<file path="src/verilog/tsi_defs.vh">
// Constants for the transport status indicator block
`ifndef TSI_DEFS_VH
`define TSI_DEFS_VH

// ----------------------------------------
// Register byte offsets
// ----------------------------------------
`define TSI_CTRL_ADDR 8'h00
`define TSI_STAT_ADDR 8'h04
`define TSI_LAMP_ADDR 8'h08
`define TSI_CMD_ADDR 8'h0C

// ----------------------------------------
// Control register fields
// ----------------------------------------
`define TSI_CTRL_ONLINE 0
`define TSI_CTRL_SETUP 1
`define TSI_CTRL_BW_LIMIT 2
`define TSI_CTRL_VARISPEED 3
`define TSI_CTRL_MCODE_LO 4
`define TSI_CTRL_MCODE_HI 5
`define TSI_CTRL_RESET 32'h0000_0000

// ----------------------------------------
// Command register fields (write one, self clear)
// ----------------------------------------
`define TSI_CMD_CUE 0
`define TSI_CMD_REWIND 1
`define TSI_CMD_MENU_BACK 2

// ----------------------------------------
// Code types
// ----------------------------------------
`define TSI_CODE_30 2'h0
`define TSI_CODE_DROP 2'h1
`define TSI_CODE_25 2'h2
`define TSI_CODE_24 2'h3

// ----------------------------------------
// Speeds
// ----------------------------------------
`define TSI_SPEED_HIGH 2'h0
`define TSI_SPEED_MED 2'h1
`define TSI_SPEED_LOW 2'h2

// ----------------------------------------
// Timing
// ----------------------------------------
`define TSI_CLK_HZ 25000000
`define TSI_LOCK_QUAL_MS 1000
`define TSI_LOCK_QUAL_CYC ((`TSI_CLK_HZ / 1000) * `TSI_LOCK_QUAL_MS)
`define TSI_FLASH_MS 250
`define TSI_FLASH_CYC ((`TSI_CLK_HZ / 1000) * `TSI_FLASH_MS)
`define TSI_RESOLVE_SUBFRAMES 8'h19

`endif

</file>
<file path="src/verilog/tsi_status.v">
// Transport status indicators with AXI4-Lite register access
// Operation
// RQ1: Online lamp lit: accept commands and drive capstan servo to synchronize.
// RQ2: Online lamp dark: release capstan, transport runs on its own servo.
// RQ3: Offline, cue key and shifted keys still command the transport.
// RQ4: Record tally lit exactly while transport reports recording.
// RQ5: Rehearse tally lit exactly while transport is in rehearse.
// RQ6: Lock lamp only when playing and code synchronized to master.
// RQ7: Lock condition also shows letter L in offset error field.
// RQ8: Lock qualified stable about one second before lamp lights.
// RQ9: Video or digital tape transports: lock, then hand back to internal servo.
// RQ10: Lock and resolve stay lit while locked and within 25 subframes.
// RQ11: Resolve lamp when playing and within 25 hundredths of a frame.
// RQ12: Cue to sync point works only offline, ignored online.
// RQ13: Shift with cue key commands rewind.
// RQ14: In setup the cue key steps menu back one item.
// RQ15: Exactly one code type lamp steady for tape code type.
// RQ16: Master code type lamp flashes when it differs from tape type.
// RQ17: Remote lamp steady in remote, flashing when set to local; code keeps it dark while tp_serial_rl is low.
// RQ18: Bandwidth limit lamp lit while bandwidth limit is selected.
// RQ19: Varispeed lamp lit while synchronizing in varispeed mode.
// RQ20: Three speed lamps show nominal tape speed, one per speed.
// RQ21: Film and vertical interval code lamps show option cards present.
// RQ22: All flashing lamps share one counter-based flash timebase.
// RQ23: Lock timer restarts on raw lock drop; lamp clears at once.
`timescale 1ns/1ps
`default_nettype none
`include "tsi_defs.vh"

module tsi_status #(
	parameter LOCK_QUAL_CYC = `TSI_LOCK_QUAL_CYC,
	parameter FLASH_CYC = `TSI_FLASH_CYC
) (
	input wire aclk,
	input wire aresetn,
	input wire [7:0] s_axi_awaddr,
	input wire s_axi_awvalid,
	output wire s_axi_awready,
	input wire [31:0] s_axi_wdata,
	input wire [3:0] s_axi_wstrb,
	input wire s_axi_wvalid,
	output wire s_axi_wready,
	output wire [1:0] s_axi_bresp,
	output wire s_axi_bvalid,
	input wire s_axi_bready,
	input wire [7:0] s_axi_araddr,
	input wire s_axi_arvalid,
	output wire s_axi_arready,
	output wire [31:0] s_axi_rdata,
	output wire [1:0] s_axi_rresp,
	output wire s_axi_rvalid,
	input wire s_axi_rready,
	input wire tp_recording,
	input wire tp_rehearse,
	input wire tp_playing,
	input wire tp_code_sync,
	input wire [7:0] tp_pos_err,
	input wire tp_video_type,
	input wire [1:0] tp_code_type,
	input wire tp_serial_rl,
	input wire tp_remote,
	input wire [1:0] tp_speed,
	input wire film_card,
	input wire vitc_card,
	input wire shift_key,
	input wire cue_key,
	output reg online_lamp,
	output reg capstan_ctrl,
	output reg servo_release,
	output reg record_tally,
	output reg rehearse_tally,
	output reg lock_lamp,
	output reg err_show_l,
	output reg resolve_lamp,
	output reg [3:0] code_lamps,
	output reg remote_local_indicator,
	output reg bandwidth_limit_indicator,
	output reg varispeed_indicator,
	output reg [2:0] speed_lamps,
	output reg film_lamp,
	output reg vitc_lamp,
	output reg cue_cmd,
	output reg rewind_cmd,
	output reg menu_back
);

	// ----------------------------------------
	// Input synchronisers
	// ----------------------------------------
	localparam NIN = 23;
	wire [NIN-1:0] raw_in;
	reg [NIN-1:0] s1_reg;
	reg [NIN-1:0] s2_reg;
	assign raw_in = {tp_recording, tp_rehearse, tp_playing, tp_code_sync, tp_pos_err,
		tp_video_type, tp_code_type, tp_serial_rl, tp_remote, tp_speed, film_card,
		vitc_card, shift_key, cue_key};

	// Two stages on every pin input
	always @(posedge aclk) begin
		if (!aresetn) begin
			s1_reg <= {NIN{1'b0}};
			s2_reg <= {NIN{1'b0}};
		end else begin
			s1_reg <= raw_in;
			s2_reg <= s1_reg;
		end
	end

	wire recording_s = s2_reg[22];
	wire rehearse_s = s2_reg[21];
	wire play_s = s2_reg[20];
	wire csync_s = s2_reg[19];
	wire [7:0] perr_s = s2_reg[18:11];
	wire video_s = s2_reg[10];
	wire [1:0] ctype_s = s2_reg[9:8];
	wire serrl_s = s2_reg[7];
	wire remote_s = s2_reg[6];
	wire [1:0] speed_s = s2_reg[5:4];
	wire film_s = s2_reg[3];
	wire vitc_s = s2_reg[2];
	wire shift_s = s2_reg[1];
	wire cue_s = s2_reg[0];

	// ----------------------------------------
	// Register file and AXI4-Lite slave
	// ----------------------------------------
	reg [31:0] ctrl_reg;
	reg aw_got_reg;
	reg w_got_reg;
	reg [7:0] awaddr_reg;
	reg [31:0] wdata_reg;
	reg [3:0] wstrb_reg;
	reg bvalid_reg;
	reg [1:0] bresp_reg;
	reg rvalid_reg;
	reg [31:0] rdata_reg;
	reg [1:0] rresp_reg;
	reg [2:0] sw_cmd_reg;
	reg cue_prev_reg;

	assign s_axi_awready = !aw_got_reg && !bvalid_reg;
	assign s_axi_wready = !w_got_reg && !bvalid_reg;
	assign s_axi_bvalid = bvalid_reg;
	assign s_axi_bresp = bresp_reg;
	assign s_axi_arready = !rvalid_reg;
	assign s_axi_rvalid = rvalid_reg;
	assign s_axi_rdata = rdata_reg;
	assign s_axi_rresp = rresp_reg;

	wire do_write = aw_got_reg && w_got_reg && !bvalid_reg;

	// Byte-lane merge of write data
	function [31:0] merge;
		input [31:0] old;
		input [31:0] data;
		input [3:0] strb;
		integer i;
		begin
			merge = old;
			for (i = 0; i < 4; i = i + 1) begin
				if (strb[i]) begin
					merge[i*8 +: 8] = data[i*8 +: 8];
				end
			end
		end
	endfunction

	// Map a two-bit code onto a one-hot lamp group
	function [3:0] onehot;
		input [1:0] sel;
		begin
			onehot = 4'h1 << sel;
		end
	endfunction

	// Status and lamp readback words
	wire [31:0] stat_word = {19'h0, video_s, speed_s, ctype_s, film_s, vitc_s, remote_s,
		serrl_s, csync_s, play_s, rehearse_s, recording_s};
	wire [31:0] lamp_word = {9'h000, menu_back, rewind_cmd, cue_cmd, vitc_lamp, film_lamp,
		speed_lamps, varispeed_indicator, bandwidth_limit_indicator,
		remote_local_indicator, code_lamps, resolve_lamp, err_show_l, lock_lamp,
		rehearse_tally, record_tally, servo_release, capstan_ctrl, online_lamp};

	// Write channel capture and response
	always @(posedge aclk) begin
		if (!aresetn) begin
			aw_got_reg <= 1'b0;
			w_got_reg <= 1'b0;
			awaddr_reg <= 8'h00;
			wdata_reg <= 32'h0000_0000;
			wstrb_reg <= 4'h0;
			bvalid_reg <= 1'b0;
			bresp_reg <= 2'h0;
			ctrl_reg <= `TSI_CTRL_RESET;
			sw_cmd_reg <= 3'h0;
		end else begin
			sw_cmd_reg <= 3'h0;
			if (s_axi_awvalid && s_axi_awready) begin
				aw_got_reg <= 1'b1;
				awaddr_reg <= s_axi_awaddr;
			end
			if (s_axi_wvalid && s_axi_wready) begin
				w_got_reg <= 1'b1;
				wdata_reg <= s_axi_wdata;
				wstrb_reg <= s_axi_wstrb;
			end
			if (do_write) begin
				aw_got_reg <= 1'b0;
				w_got_reg <= 1'b0;
				bvalid_reg <= 1'b1;
				bresp_reg <= 2'h0;
				case (awaddr_reg[7:2])
					6'h00: begin
						ctrl_reg <= merge(ctrl_reg, wdata_reg, wstrb_reg);
					end
					6'h03: begin
						if (wstrb_reg[0]) begin
							sw_cmd_reg <= wdata_reg[2:0];
						end
					end
					6'h01, 6'h02: begin
						bresp_reg <= 2'h0;
					end
					default: begin
						bresp_reg <= 2'h2;
					end
				endcase
			end else if (bvalid_reg && s_axi_bready) begin
				bvalid_reg <= 1'b0;
			end
		end
	end

	// Read channel
	always @(posedge aclk) begin
		if (!aresetn) begin
			rvalid_reg <= 1'b0;
			rdata_reg <= 32'h0000_0000;
			rresp_reg <= 2'h0;
		end else if (s_axi_arvalid && s_axi_arready) begin
			rvalid_reg <= 1'b1;
			rresp_reg <= 2'h0;
			case (s_axi_araddr[7:2])
				6'h00: rdata_reg <= ctrl_reg;
				6'h01: rdata_reg <= stat_word;
				6'h02: rdata_reg <= lamp_word;
				6'h03: rdata_reg <= 32'h0000_0000;
				default: begin
					rdata_reg <= 32'h0000_0000;
					rresp_reg <= 2'h2;
				end
			endcase
		end else if (rvalid_reg && s_axi_rready) begin
			rvalid_reg <= 1'b0;
		end
	end

	wire online = ctrl_reg[`TSI_CTRL_ONLINE];
	wire setup = ctrl_reg[`TSI_CTRL_SETUP];
	wire [1:0] mcode = ctrl_reg[`TSI_CTRL_MCODE_HI:`TSI_CTRL_MCODE_LO];
	// Speed code as one-hot, top bit unused
	wire [3:0] speed_oh = onehot(speed_s);

	// ----------------------------------------
	// Flash timebase and lock qualification
	// ----------------------------------------
	reg [23:0] flash_cnt_reg;
	reg flash_reg;
	reg [24:0] qual_cnt_reg;
	reg qualified_reg;
	reg held_reg;
	wire raw_lock = play_s && csync_s;
	wire in_window = perr_s <= `TSI_RESOLVE_SUBFRAMES;
	wire lock_now = raw_lock && (qualified_reg || held_reg) && in_window;

	// Common blink source for every flashing lamp
	always @(posedge aclk) begin
		if (!aresetn) begin
			flash_cnt_reg <= 24'h000000;
			flash_reg <= 1'b0;
		end else if (flash_cnt_reg == FLASH_CYC - 1) begin
			flash_cnt_reg <= 24'h000000; // RQ22
			flash_reg <= !flash_reg;
		end else begin
			flash_cnt_reg <= flash_cnt_reg + 24'h000001;
		end
	end

	// Stability timer on the raw lock condition
	always @(posedge aclk) begin
		if (!aresetn) begin
			qual_cnt_reg <= 25'h0000000;
			qualified_reg <= 1'b0;
			held_reg <= 1'b0;
		end else if (!raw_lock) begin
			qual_cnt_reg <= 25'h0000000; // RQ23
			qualified_reg <= 1'b0;
			held_reg <= 1'b0;
		end else begin
			if (qual_cnt_reg == LOCK_QUAL_CYC - 1) begin
				qualified_reg <= 1'b1; // RQ8
			end else begin
				qual_cnt_reg <= qual_cnt_reg + 25'h0000001;
			end
			held_reg <= lock_now; // RQ10
		end
	end

	// ----------------------------------------
	// Lamp and command outputs
	// ----------------------------------------
	always @(posedge aclk) begin
		if (!aresetn) begin
			online_lamp <= 1'b0;
			capstan_ctrl <= 1'b0;
			servo_release <= 1'b0;
			record_tally <= 1'b0;
			rehearse_tally <= 1'b0;
			lock_lamp <= 1'b0;
			err_show_l <= 1'b0;
			resolve_lamp <= 1'b0;
			code_lamps <= 4'h0;
			remote_local_indicator <= 1'b0;
			bandwidth_limit_indicator <= 1'b0;
			varispeed_indicator <= 1'b0;
			speed_lamps <= 3'h0;
			film_lamp <= 1'b0;
			vitc_lamp <= 1'b0;
			cue_cmd <= 1'b0;
			rewind_cmd <= 1'b0;
			menu_back <= 1'b0;
			cue_prev_reg <= 1'b0;
		end else begin
			online_lamp <= online;
			capstan_ctrl <= online && !(video_s && lock_now); // RQ1 RQ2 RQ9
			servo_release <= online && video_s && lock_now; // RQ9
			record_tally <= recording_s; // RQ4
			rehearse_tally <= rehearse_s; // RQ5
			lock_lamp <= lock_now; // RQ6 RQ23
			err_show_l <= lock_now; // RQ7
			resolve_lamp <= play_s && in_window && (csync_s || held_reg); // RQ11 RQ10
			code_lamps <= onehot(ctype_s) | // RQ15
				((mcode != ctype_s && flash_reg) ? onehot(mcode) : 4'h0); // RQ16
			remote_local_indicator <= serrl_s && (tp_remote_ok(remote_s, flash_reg)); // RQ17
			bandwidth_limit_indicator <= ctrl_reg[`TSI_CTRL_BW_LIMIT]; // RQ18
			varispeed_indicator <= ctrl_reg[`TSI_CTRL_VARISPEED] && online; // RQ19
			speed_lamps <= (speed_s == 2'h3) ? 3'h0 : speed_oh[2:0]; // RQ20
			film_lamp <= film_s; // RQ21
			vitc_lamp <= vitc_s;
			// Key edge and software commands
			cue_prev_reg <= cue_s;
			menu_back <= (cue_s && !cue_prev_reg && setup) || sw_cmd_reg[2]; // RQ14
			rewind_cmd <= !setup && ((cue_s && !cue_prev_reg && shift_s) ||
				sw_cmd_reg[1]); // RQ13 RQ3
			cue_cmd <= !setup && !online && ((cue_s && !cue_prev_reg && !shift_s) ||
				sw_cmd_reg[0]); // RQ12 RQ3
		end
	end

	// Steady in remote, blinking in local
	function tp_remote_ok;
		input rem;
		input fl;
		begin
			tp_remote_ok = rem || fl;
		end
	endfunction

endmodule
`default_nettype wire

</file>
<file path="config.mk">
export PLATFORM = sky130hd
export DESIGN_NAME = tsi_status
export DESIGN_NICKNAME = d
export VERILOG_FILES = /design/src/verilog/tsi_status.v
export VERILOG_INCLUDE_DIRS = /design/src /design/src/verilog
export SDC_FILE = /design/constraint.sdc
export NUM_CORES = 1
export LEC_CHECK = 0
export BUFFER_PORTS_ARGS = -buffer_cell sky130_fd_sc_hd__buf_2
export CELL_PAD_IN_SITES_DETAIL_PLACEMENT = 0
export CELL_PAD_IN_SITES_GLOBAL_PLACEMENT = 2
export CORE_ASPECT_RATIO = 1.4
export CORE_MARGIN = 5
export CORE_UTILIZATION = 37
export CTS_CLUSTER_DIAMETER = 80
export DETAILED_ROUTE_END_ITERATION = 16
export HOLD_SLACK_MARGIN = 0.1
export PLACE_DENSITY = 0.81
export SLEW_MARGIN = 20
export SYNTH_ARGS = -nofsm -noshare
export SYNTH_HDL_FRONTEND = slang
export SYNTH_SLANG_ARGS = --single-unit
</file>
<file path="constraint.sdc">
create_clock -name aclk -period 4.1 [get_ports aclk]
set_input_delay 0.615 -clock aclk [delete_from_list [all_inputs] [get_ports aclk]]
set_output_delay 0.615 -clock aclk [all_outputs]
set_load 0.05 [all_outputs]
</file>
==> out/summary.txt, run 1 <==
Largest net degree at the start of global routing: 94
Worst EP arrival: 2.92 ns
Hold Crit Class: in -> reg
Setup Viol. Count Final: 0
Worst-path fanout max: 22
CP Launch Type: register
Reg-to-reg startpoint: flash_cnt_reg[4]
Post-synth EDFFs: 0
First-pass GRT wire length: 36,100 um
Mapped Cells: 946
Antenna Violating Nets Remaining: 0
Peak VDD IR: 0.356 mV
Die Span Y: 192 um
DP Area: 0.00970 sq mm
Fmax: 0.390 GHz
Status: finished clean
DIE WIDTH: 140 um
CTS Buffer Depth: 3
CTS tree: yes
Non-filler instance count after layout: 1,386
Synth unique cells: 51
Worst Path Required: 4.46 ns
LEAKAGE: 0.00419 uW
Vias in the first global route: 6,745
Final Cycle Share: 0.626
Final hold slack: 0.304 ns
Worst Hold Depth: 2
Post-synthesis sequential area ratio: 0.535
Die area: 0.0269 sq mm
Worst-margin pin slew: 1.02 ns
WL final: 22,300 um
Dpl cells: 1,343
Skew final: 0.00757 ns
1st-iter DRT viols: 364
IO Port Bufs: 138
Crit end category: register
Post-CTS Setup Bufs: 0
Register area: 0.00468 sq mm
Synthesized area: 0.00876 sq mm
Critical path class: reg -> reg
Clock slew at reported path FFs: 0.06 ns
Post_cts resized: 0
Power Dens Cells: 459 mW/mm^2
Layout area overhead: 19.7%
Worst relative slew slack: 0.318
CTS buffer count: 24
Initial antenna violation count: 0
Layout cells sized above 1: 0.194
Clk Tree Root Cell: clkbuf_16
Clock sinks: 234
Top FF cell, synth: dfxtp_1
Worst skew pair latency: 0.51 ns
Unrepaired setup endpoints after global routing: no
Min cycle time layout: 2.57 ns
Ant. Diodes: 0
Synth async-reset ratio: 0
CTS HTree Levels: 1
Yosys warnings: 0
Nets: 1,147
GPL Wtd Cong: 0.735
Tot GR Track Use: 0.164
Area of the multi-input gates: 0.00380 sq mm
Avg WL per Cell: 16.1 um
Syn Area/Cell: 9.26 sq um
Max-cap violations: 0
DRC Markers: 0
Number of vias per cell: 4.97
Crit path launch: flash_cnt_reg[4]
Initial Util: 0.376
Setup ws final: 1.53 ns
DPL Wire Length: 15,600 um
Via count: 6,882
Filler cells: 2,359
CTS Hold Bufs: 0
GRT overflow: 0
IO Count: 146
Post-route cell area: 0.0105 sq mm
DRT Pass-1 Iters: 4
R2R depth: 4
Cell Rows: 66
Hold_sp: tp_code_type[1]
Core area: 0.0233 sq mm
Setup TNS: 0 ns
Dpl ws: 1.25 ns
Flops & latches, synth: 234
Final Max Slew Viols: 0
Final Hold Viols: 0
-- worst max-delay path: stages (launching register included) --
cell and delay, ns:
dfxtp_1 0.35, or4_1 0.52, or4_4 0.55, o21ai_2 0.77
o21ai_0 0.21
-- cell type report --
cell class	count	area share
Clock buffer	35	0.0661
Clock inverter	8	0.00859
Inverter	16	0.00585
Multi-Input combinational cell	640	0.362
Sequential cell	234	0.447
Tap cell	306	0.0365
Timing Repair Buffer	147	0.0735
-- worst paths after layout --
kind | slack [ns] | to
min | 0.30 | s1_reg[9]
min reg2reg | 0.43 | s2_reg[15]
max | 1.53 | flash_cnt_reg[18]
max reg2reg | 1.53 | flash_cnt_reg[18]
-- routing by layer --
metal  wire (um)  part of all wire  vias up  track usage
li1            -                 -     3509            -
met1        9680              0.43     3211        0.206
met2       11100              0.50      141        0.287
met3        1270             0.057       21       0.0366
met4         323             0.014        0       0.0377
met5           0                 0        -            0
-- power breakdown --
| group | internal, uW | switching (uW) | leakage (uW) |
|---|---|---|---|
| Combinational | 91.9 | 180 | 0.00189 |
| Sequential | 2340 | 36.6 | 0.00190 |
| Clock | 1300 | 876 | 0.000390 |
-- synth_stat cells, types with 13 or more instances --
cell type,count,area (sq um)
a211oi_1,15,113
a21oi_1,83,415
a22oi_1,36,270
and2_1,56,350
clkbuf_1,47,176
dfxtp_1,234,4680
inv_1,16,60.1
mux2i_1,43,430
nand2_1,109,409
nand3_1,25,125
nor2_1,97,364
nor3_1,15,75.1
o21ai_0,13,65.1
or4_1,16,120
xnor2_1,17,149
-- cell usage in the layout, fill, tap and decap left out, types with 7 or more instances in the layout --
master     count
a211oi_1      14
a21oi_1       83
a22oi_1       36
and2_1        56
buf_2        138
buf_4          8
clkbuf_1       7
clkbuf_16     25
clkinv_2       7
dfxtp_1      234
inv_1         15
mux2_2        10
mux2i_1       43
nand2_1      108
nand2b_1      10
nand3_1       25
nand4_1       11
nor2_1        97
nor3_1        15
nor4_1        11
o21ai_0       13
o31ai_1        9
or3_1         11
or4_1         16
xnor2_1       17
-- through the flow --
step,total power (uW),utilization
detailed placement,2700,0.417
finish,4820,0.450
global placement,2700,0.417
global route,5010,0.450
CTS,4890,0.450
floorplan,2590,-
-- cell families (layout without fill, tap and decap cells) --
| group | Yosys count | in the layout | synth area share |
|---|---|---|---|
| fa+ha+maj | 2 | 2 | 0.00286 |
| compound gates | 172 | 172 | 0.121 |
| mux | 53 | 53 | 0.0620 |
| simple gates | 391 | 391 | 0.226 |
| buf+inv | 73 | 206 | 0.0333 |
| xor+xnor | 20 | 20 | 0.0200 |
| other cells | 1 | 2 | 0.000428 |
| flops | 234 | 234 | 0.535 |
Power figures use the tool's default switching activity.
==> run 2: changes to the inputs <==
- CORE_UTILIZATION: 37 -> 34
- PLACE_DENSITY: 0.81 -> 0.75
- clock period: 4.1 -> 2.39 ns (I/O delays scaled with it)
==> out/summary.txt, run 2 (synthesis results as in run 1) <==
Avg WL per Cell: 16.4 um (+1.6%)
Cell Rows: 69 (+4.5%)
Nets: 1,224 (+6.7%)
LEAKAGE: 0.00453 uW (+8.1%)
Buffers and inverters on the worst path: 0 (unchanged)
Post-route cell area: 0.0112 sq mm (+7.2%)
Power Dens Cells: 740 mW/mm^2 (+61%)
Die Span Y: 200 um (+4.1%)
CTS buffer count: 24 (unchanged)
Met2 Wirelength: 12,200 um (+9.9%)
Initial antenna violation count: 0 (unchanged)
Final Hold Viols: 0 (unchanged)
Worst relative slew slack: 0.571 (+0.253)
Worst-path fanout max: 18 (-18%)
Slowest CP cell: or3_1
Met1 wire length: 10,300 um (+6.7%)
Number of vias per cell: 4.89 (-1.6%)
Worst Path Required: 2.83 ns (-1.63 ns)
Clk Tree Root Cell: clkbuf_16
1st-iter DRT viols: 313 (-14%)
Hold Crit Class: in -> reg
Post_cts resized: 0 (unchanged)
Min cycle time layout: 2.08 ns (-0.490 ns)
CP Launch Type: register
Setup Viol. Count Final: 0 (unchanged)
Commonest non-fill, non-tap cell in the layout: dfxtp_1
First-pass GRT wire length: 38,800 um (+7.5%)
Worst-margin pin slew: 0.638 ns (-0.383 ns)
Critical path class: reg -> reg
Vias in the first global route: 7,090 (+5.1%)
CP delay by family, top: simple AND/OR/NAND/NOR gates
Setup TNS: 0 ns (unchanged)
IO Port Bufs: 138 (unchanged)
Layout area overhead: 28.3%
DIE WIDTH: 146 um (+4.0%)
Tot GR Track Use: 0.162 (-0.00147)
CTS HTree Levels: 1 (unchanged)
Fmax: 0.482 GHz (+24%)
CP Cell Sequence: nand3_1 -> or3_1 -> or4_1 -> a21oi_1
Via count: 7,212 (+4.8%)
DRC Markers: 0 (unchanged)
Skew final: 0.00827 ns (+0.000696 ns)
Clock sinks: 234 (unchanged)
Final Max Slew Viols: 0 (unchanged)
Final Cycle Share: 0.869 (+0.243)
Status: finished clean
DPL Wire Length: 17,300 um (+11%)
Top routing layer in use: met4
Max-cap violations: 0 (unchanged)
Ant. Diodes: 0 (unchanged)
DRT Pass-1 Iters: 4 (unchanged)
R2R depth: 4 (unchanged)
IO Count: 146 (unchanged)
Met3 wire length: 1300 um (+2.5%)
Post-CTS Setup Bufs: 0 (unchanged)
Clock slew at reported path FFs: 0.06 ns (about the same)
Largest net degree at the start of global routing: 52 (-45%)
Peak VDD IR: 0.570 mV (+60%)
Crit end category: register
Unrepaired setup endpoints after global routing: no
Worst EP arrival: 2.52 ns (-0.40 ns)
Core area: 0.0254 sq mm (+9.0%)
Worst Hold Depth: 3 (+1)
WL final: 24,200 um (+8.2%)
CP Depth: 4 (unchanged)
Initial Util: 0.345 (-0.0310)
GPL Wtd Cong: 0.798 (+8.5%)
Die area: 0.0291 sq mm (+8.3%)
GRT overflow: 0 (unchanged)
Layout cells sized above 1: 0.197 (+0.00262)
CTS Buffer Depth: 3 (unchanged)
Worst skew pair latency: 0.51 ns (about the same)
Crit-path max cell delay: 0.67 ns (-0.10 ns)
DP Area: 0.00984 sq mm (+1.5%)
CTS tree: yes
Most frequent cells in the layout: 234 x dfxtp_1, 138 x buf_2, 109 x nand2_1, 97 x nor2_1, 83 x a21oi_1
Antenna Violating Nets Remaining: 0 (unchanged)
-- run 2: metrics by stage --
stage | util | cells | worst slack (ns) | hold WS [ns] | power [uW]
after floorplan | - | 947 | 0.0949 | 0.412 | 4450
after global placement | 0.388 | 1373 | 0.328 | 0.416 | 4640
after detailed placement | 0.388 | 1373 | 0.300 | 0.419 | 4650
after CTS | 0.443 | 1476 | 0.299 | 0.100 | 8440
after global routing | 0.443 | 1476 | 0.167 | 0.122 | 8670
final | 0.443 | 1476 | 0.313 | 0.115 | 8320
-- run 2: final cells by class --
| class | instances | area, sq um |
|---|---|---|
| timing repair buffer | 224 | 1500 |
| clock buffer | 38 | 764 |
| inverter | 16 | 61.3 |
| multi-input combinational | 640 | 3800 |
| clock inverter | 5 | 27.5 |
| fill | 2564 | 14100 |
| sequential | 234 | 4680 |
| tap | 319 | 399 |
-- run 2: where the power goes --
group | switching [uW] | internal, uW
sequential | 62.5 | 4010
clock | 1500 | 2180
combinational | 329 | 229
total | 1890 | 6420
-- run 2: final timing paths --
path                   startpoint          endpoint  slack [ns]
hold / removal    s_axi_wdata[19]     wdata_reg[19]        0.12
setup / recovery  qual_cnt_reg[8]  qual_cnt_reg[18]        0.31
hold reg to reg         s1_reg[9]         s2_reg[9]        0.43
setup reg to reg  qual_cnt_reg[8]  qual_cnt_reg[18]        0.31
-- run 2: repair_timing --
action / 4_1_cts / 5_1_grt
setup endpoints to repair: 0 / 0
endpoints found under the hold margin: 60 / 0
hold buffers: 60 / 0
-- run 2: worst register-to-register path: stages (launching register included) --
cell,delay (ns)
dfxtp_1,0.41
nand3_1,0.19
or3_1,0.67
or4_1,0.60
a21oi_1,0.14
-- run 2: routing by layer --
layer / GRT usage / up-vias
met1: 0.200 / 3368
li1: - / 3663
met2: 0.294 / 153
met3: 0.0332 / 28
met5: 0 / -
met4: 0.0366 / 0
==> run 3: changes to the inputs <==
- CORE_UTILIZATION: 34 -> 31
- PLACE_DENSITY: 0.75 -> 0.72
- clock period: 2.39 -> 1.7 ns (I/O delays scaled with it)
==> out/summary.txt, run 3 (synthesis results as in run 1) <==
Status: finished, violations left
Failing checks: setup timing
Reg-to-reg startpoint: flash_cnt_reg[15]
Min cycle time layout: 1.92 ns (-0.157 ns)
WL final: 25,700 um (+6.4%)
Worst EP arrival: 2.32 ns (-0.20 ns)
Worst skew pair latency: 0.52 ns (about the same)
Final Power: 11,800 uW (+42%)
Layout cells sized above 1: 0.282 (+0.0846)
Dpl cells: 1,492 (+8.7%)
R2r endpoint: flash_cnt_reg[18]
Final Cycle Share: 1.13 (+0.260)
Initial Util: 0.316 (-0.0294)
DRC Markers: 0 (unchanged)
Hold Crit Class: in -> reg
Buffers and inverters on the worst path: 1 (+1)
Flop2flop setup slack: -0.22 ns (-0.53 ns)
Clock sinks: 234 (unchanged)
Final Hold Viols: 0 (unchanged)
Crit-path max cell delay: 0.57 ns (-0.10 ns)
Core area: 0.0277 sq mm (+9.3%)
Commonest non-fill, non-tap cell in the layout: dfxtp_1
Vias in the first global route: 7,563 (+6.7%)
Final Max Slew Viols: 0 (unchanged)
Die area: 0.0318 sq mm (+9.1%)
R2R depth: 5 (+1)
Via count: 7,573 (+5.0%)
Skew final: 0.0184 ns (+0.0101 ns)
Worst Path Required: 2.10 ns (-0.73 ns)
Critical path class: reg -> reg
Die Span Y: 209 um (+4.5%)
Post-route cell area: 0.0123 sq mm (+9.3%)
1st-iter DRT viols: 311 (-0.64%)
Crit path capture: flash_cnt_reg[18]
Most frequent cells in the layout: 222 x dfxtp_1, 139 x buf_2, 108 x nand2_1, 94 x buf_4, 91 x nor2_1
Layout area overhead: 40.2%
CP delay by family, top: simple AND/OR/NAND/NOR gates
CP Cell Sequence: or4_1 -> or4_4 -> o21ai_4 -> buf_6 -> o21ai_2
Slowest CP cell: or4_4
Non-filler instance count after layout: 1,616 (+9.5%)
Ant. Diodes: 0 (unchanged)
Worst-path fanout max: 6 (-12)
DIE WIDTH: 152 um (+4.4%)
Max-cap violations: 0 (unchanged)
CTS tree: yes
Crit path launch: flash_cnt_reg[15]
Setup Viol. Count Final: 24 (+24)
CP Launch Type: register
Avg WL per Cell: 15.9 um (-2.8%)
IO Count: 146 (unchanged)
First-pass GRT wire length: 41,000 um (+5.5%)
Initial antenna violation count: 0 (unchanged)
IO Port Bufs: 138 (unchanged)
Crit end category: register
Unrepaired setup endpoints after global routing: yes
Setup ws final: -0.220 ns (-0.533 ns)
Clock slew at reported path FFs: 0.06 ns (about the same)
Filler cells: 2,839 (+11%)
Dpl ws: -0.227 ns (-0.527 ns)
DRT Pass-1 Iters: 4 (unchanged)
Antenna Violating Nets Remaining: 0 (unchanged)
GPL Wtd Cong: 0.771 (-3.3%)
DP Area: 0.0106 sq mm (+7.6%)
Fmax: 0.521 GHz (+8.2%)
DPL Wire Length: 18,200 um (+5.5%)
LEAKAGE: 0.00501 uW (+11%)
CTS Buffer Depth: 3 (unchanged)
CTS HTree Levels: 1 (unchanged)
Largest net degree at the start of global routing: 47 (-9.6%)
Peak VDD IR: 0.620 mV (+8.8%)
Tot GR Track Use: 0.157 (-0.00538)
Nets: 1,312 (+7.2%)
CTS buffer count: 24 (unchanged)
Power Dens Cells: 964 mW/mm^2 (+30%)
Cell Rows: 72 (+4.3%)
Clk Tree Root Cell: clkbuf_16
CP Depth: 5 (+1)
GRT overflow: 0 (unchanged)
Number of vias per cell: 4.69 (-4.1%)
[run 3: final cells by class]
| type | count | area [sq um] | area share |
|---|---|---|---|
| multi-input combinational | 640 | 4000 | 0.326 |
| clock buffer | 38 | 723 | 0.0589 |
| inverter | 16 | 61.3 | 0.00499 |
| sequential | 234 | 4700 | 0.383 |
| timing repair buffer | 312 | 2260 | 0.184 |
| clock inverter | 6 | 68.8 | 0.00561 |
| tap | 370 | 463 | 0.0377 |
[run 3: what timing repair did]
action,CTS,global route
pin swaps,2,17
setup buffers,2,11
endpoints found under the setup margin,34,42
hold buffers,67,0
resized for setup,11,27
hold endpoints to repair,67,0
cloned,1,0
[run 3: per-stage QoR]
step           TNS, ns  hold slack (ns)  utilization
5_1_grt          -6.06            0.201        0.442
4_1_cts          -4.85            0.143        0.436
2_1_floorplan    -3.10            0.382            -
3_5_place_dp     -6.61            0.418        0.382
3_3_place_gp     -5.92            0.415        0.382
6_report         -4.87            0.166        0.442
[run 3: per-layer routing]
metal  share of wire  wire [um]  GRT usage  vias to the layer above
met5               0          0          0                        -
met4           0.020        505     0.0409                        0
met3           0.053       1350     0.0362                       33
met2            0.51      13200      0.288                      158
met1            0.41      10700      0.183                     3528
li1                -          -          -                     3854
[run 3: how the worst min path moves through the flow]
stage                       start             end  slack [ns]  depth (start not counted)
finish              s_axi_arvalid  s_axi_rresp[1]        0.17                          4
global route        s_axi_arvalid  s_axi_rresp[1]        0.20                          4
CTS                 s_axi_arvalid  s_axi_rresp[1]        0.14                          4
detailed placement     s1_reg[12]      s2_reg[12]        0.42                          1
global placement        s1_reg[9]       s2_reg[9]        0.41                          1
floorplan                 cue_key       s1_reg[0]        0.38                          1
[run 3: where the power goes]
part | internal (uW) | switching (uW) | leakage, uW | total [uW]
combinational | 371 | 483 | 0.00271 | 854
sequential | 5630 | 87.8 | 0.00191 | 5720
clock | 3070 | 2180 | 0.000387 | 5250
[run 3: tightest hold or removal path, stage by stage]
cell	delay, ns
buf_2	0.09
nand2b_2	0.11
nor2_1	0.12
nor3_1	0.05
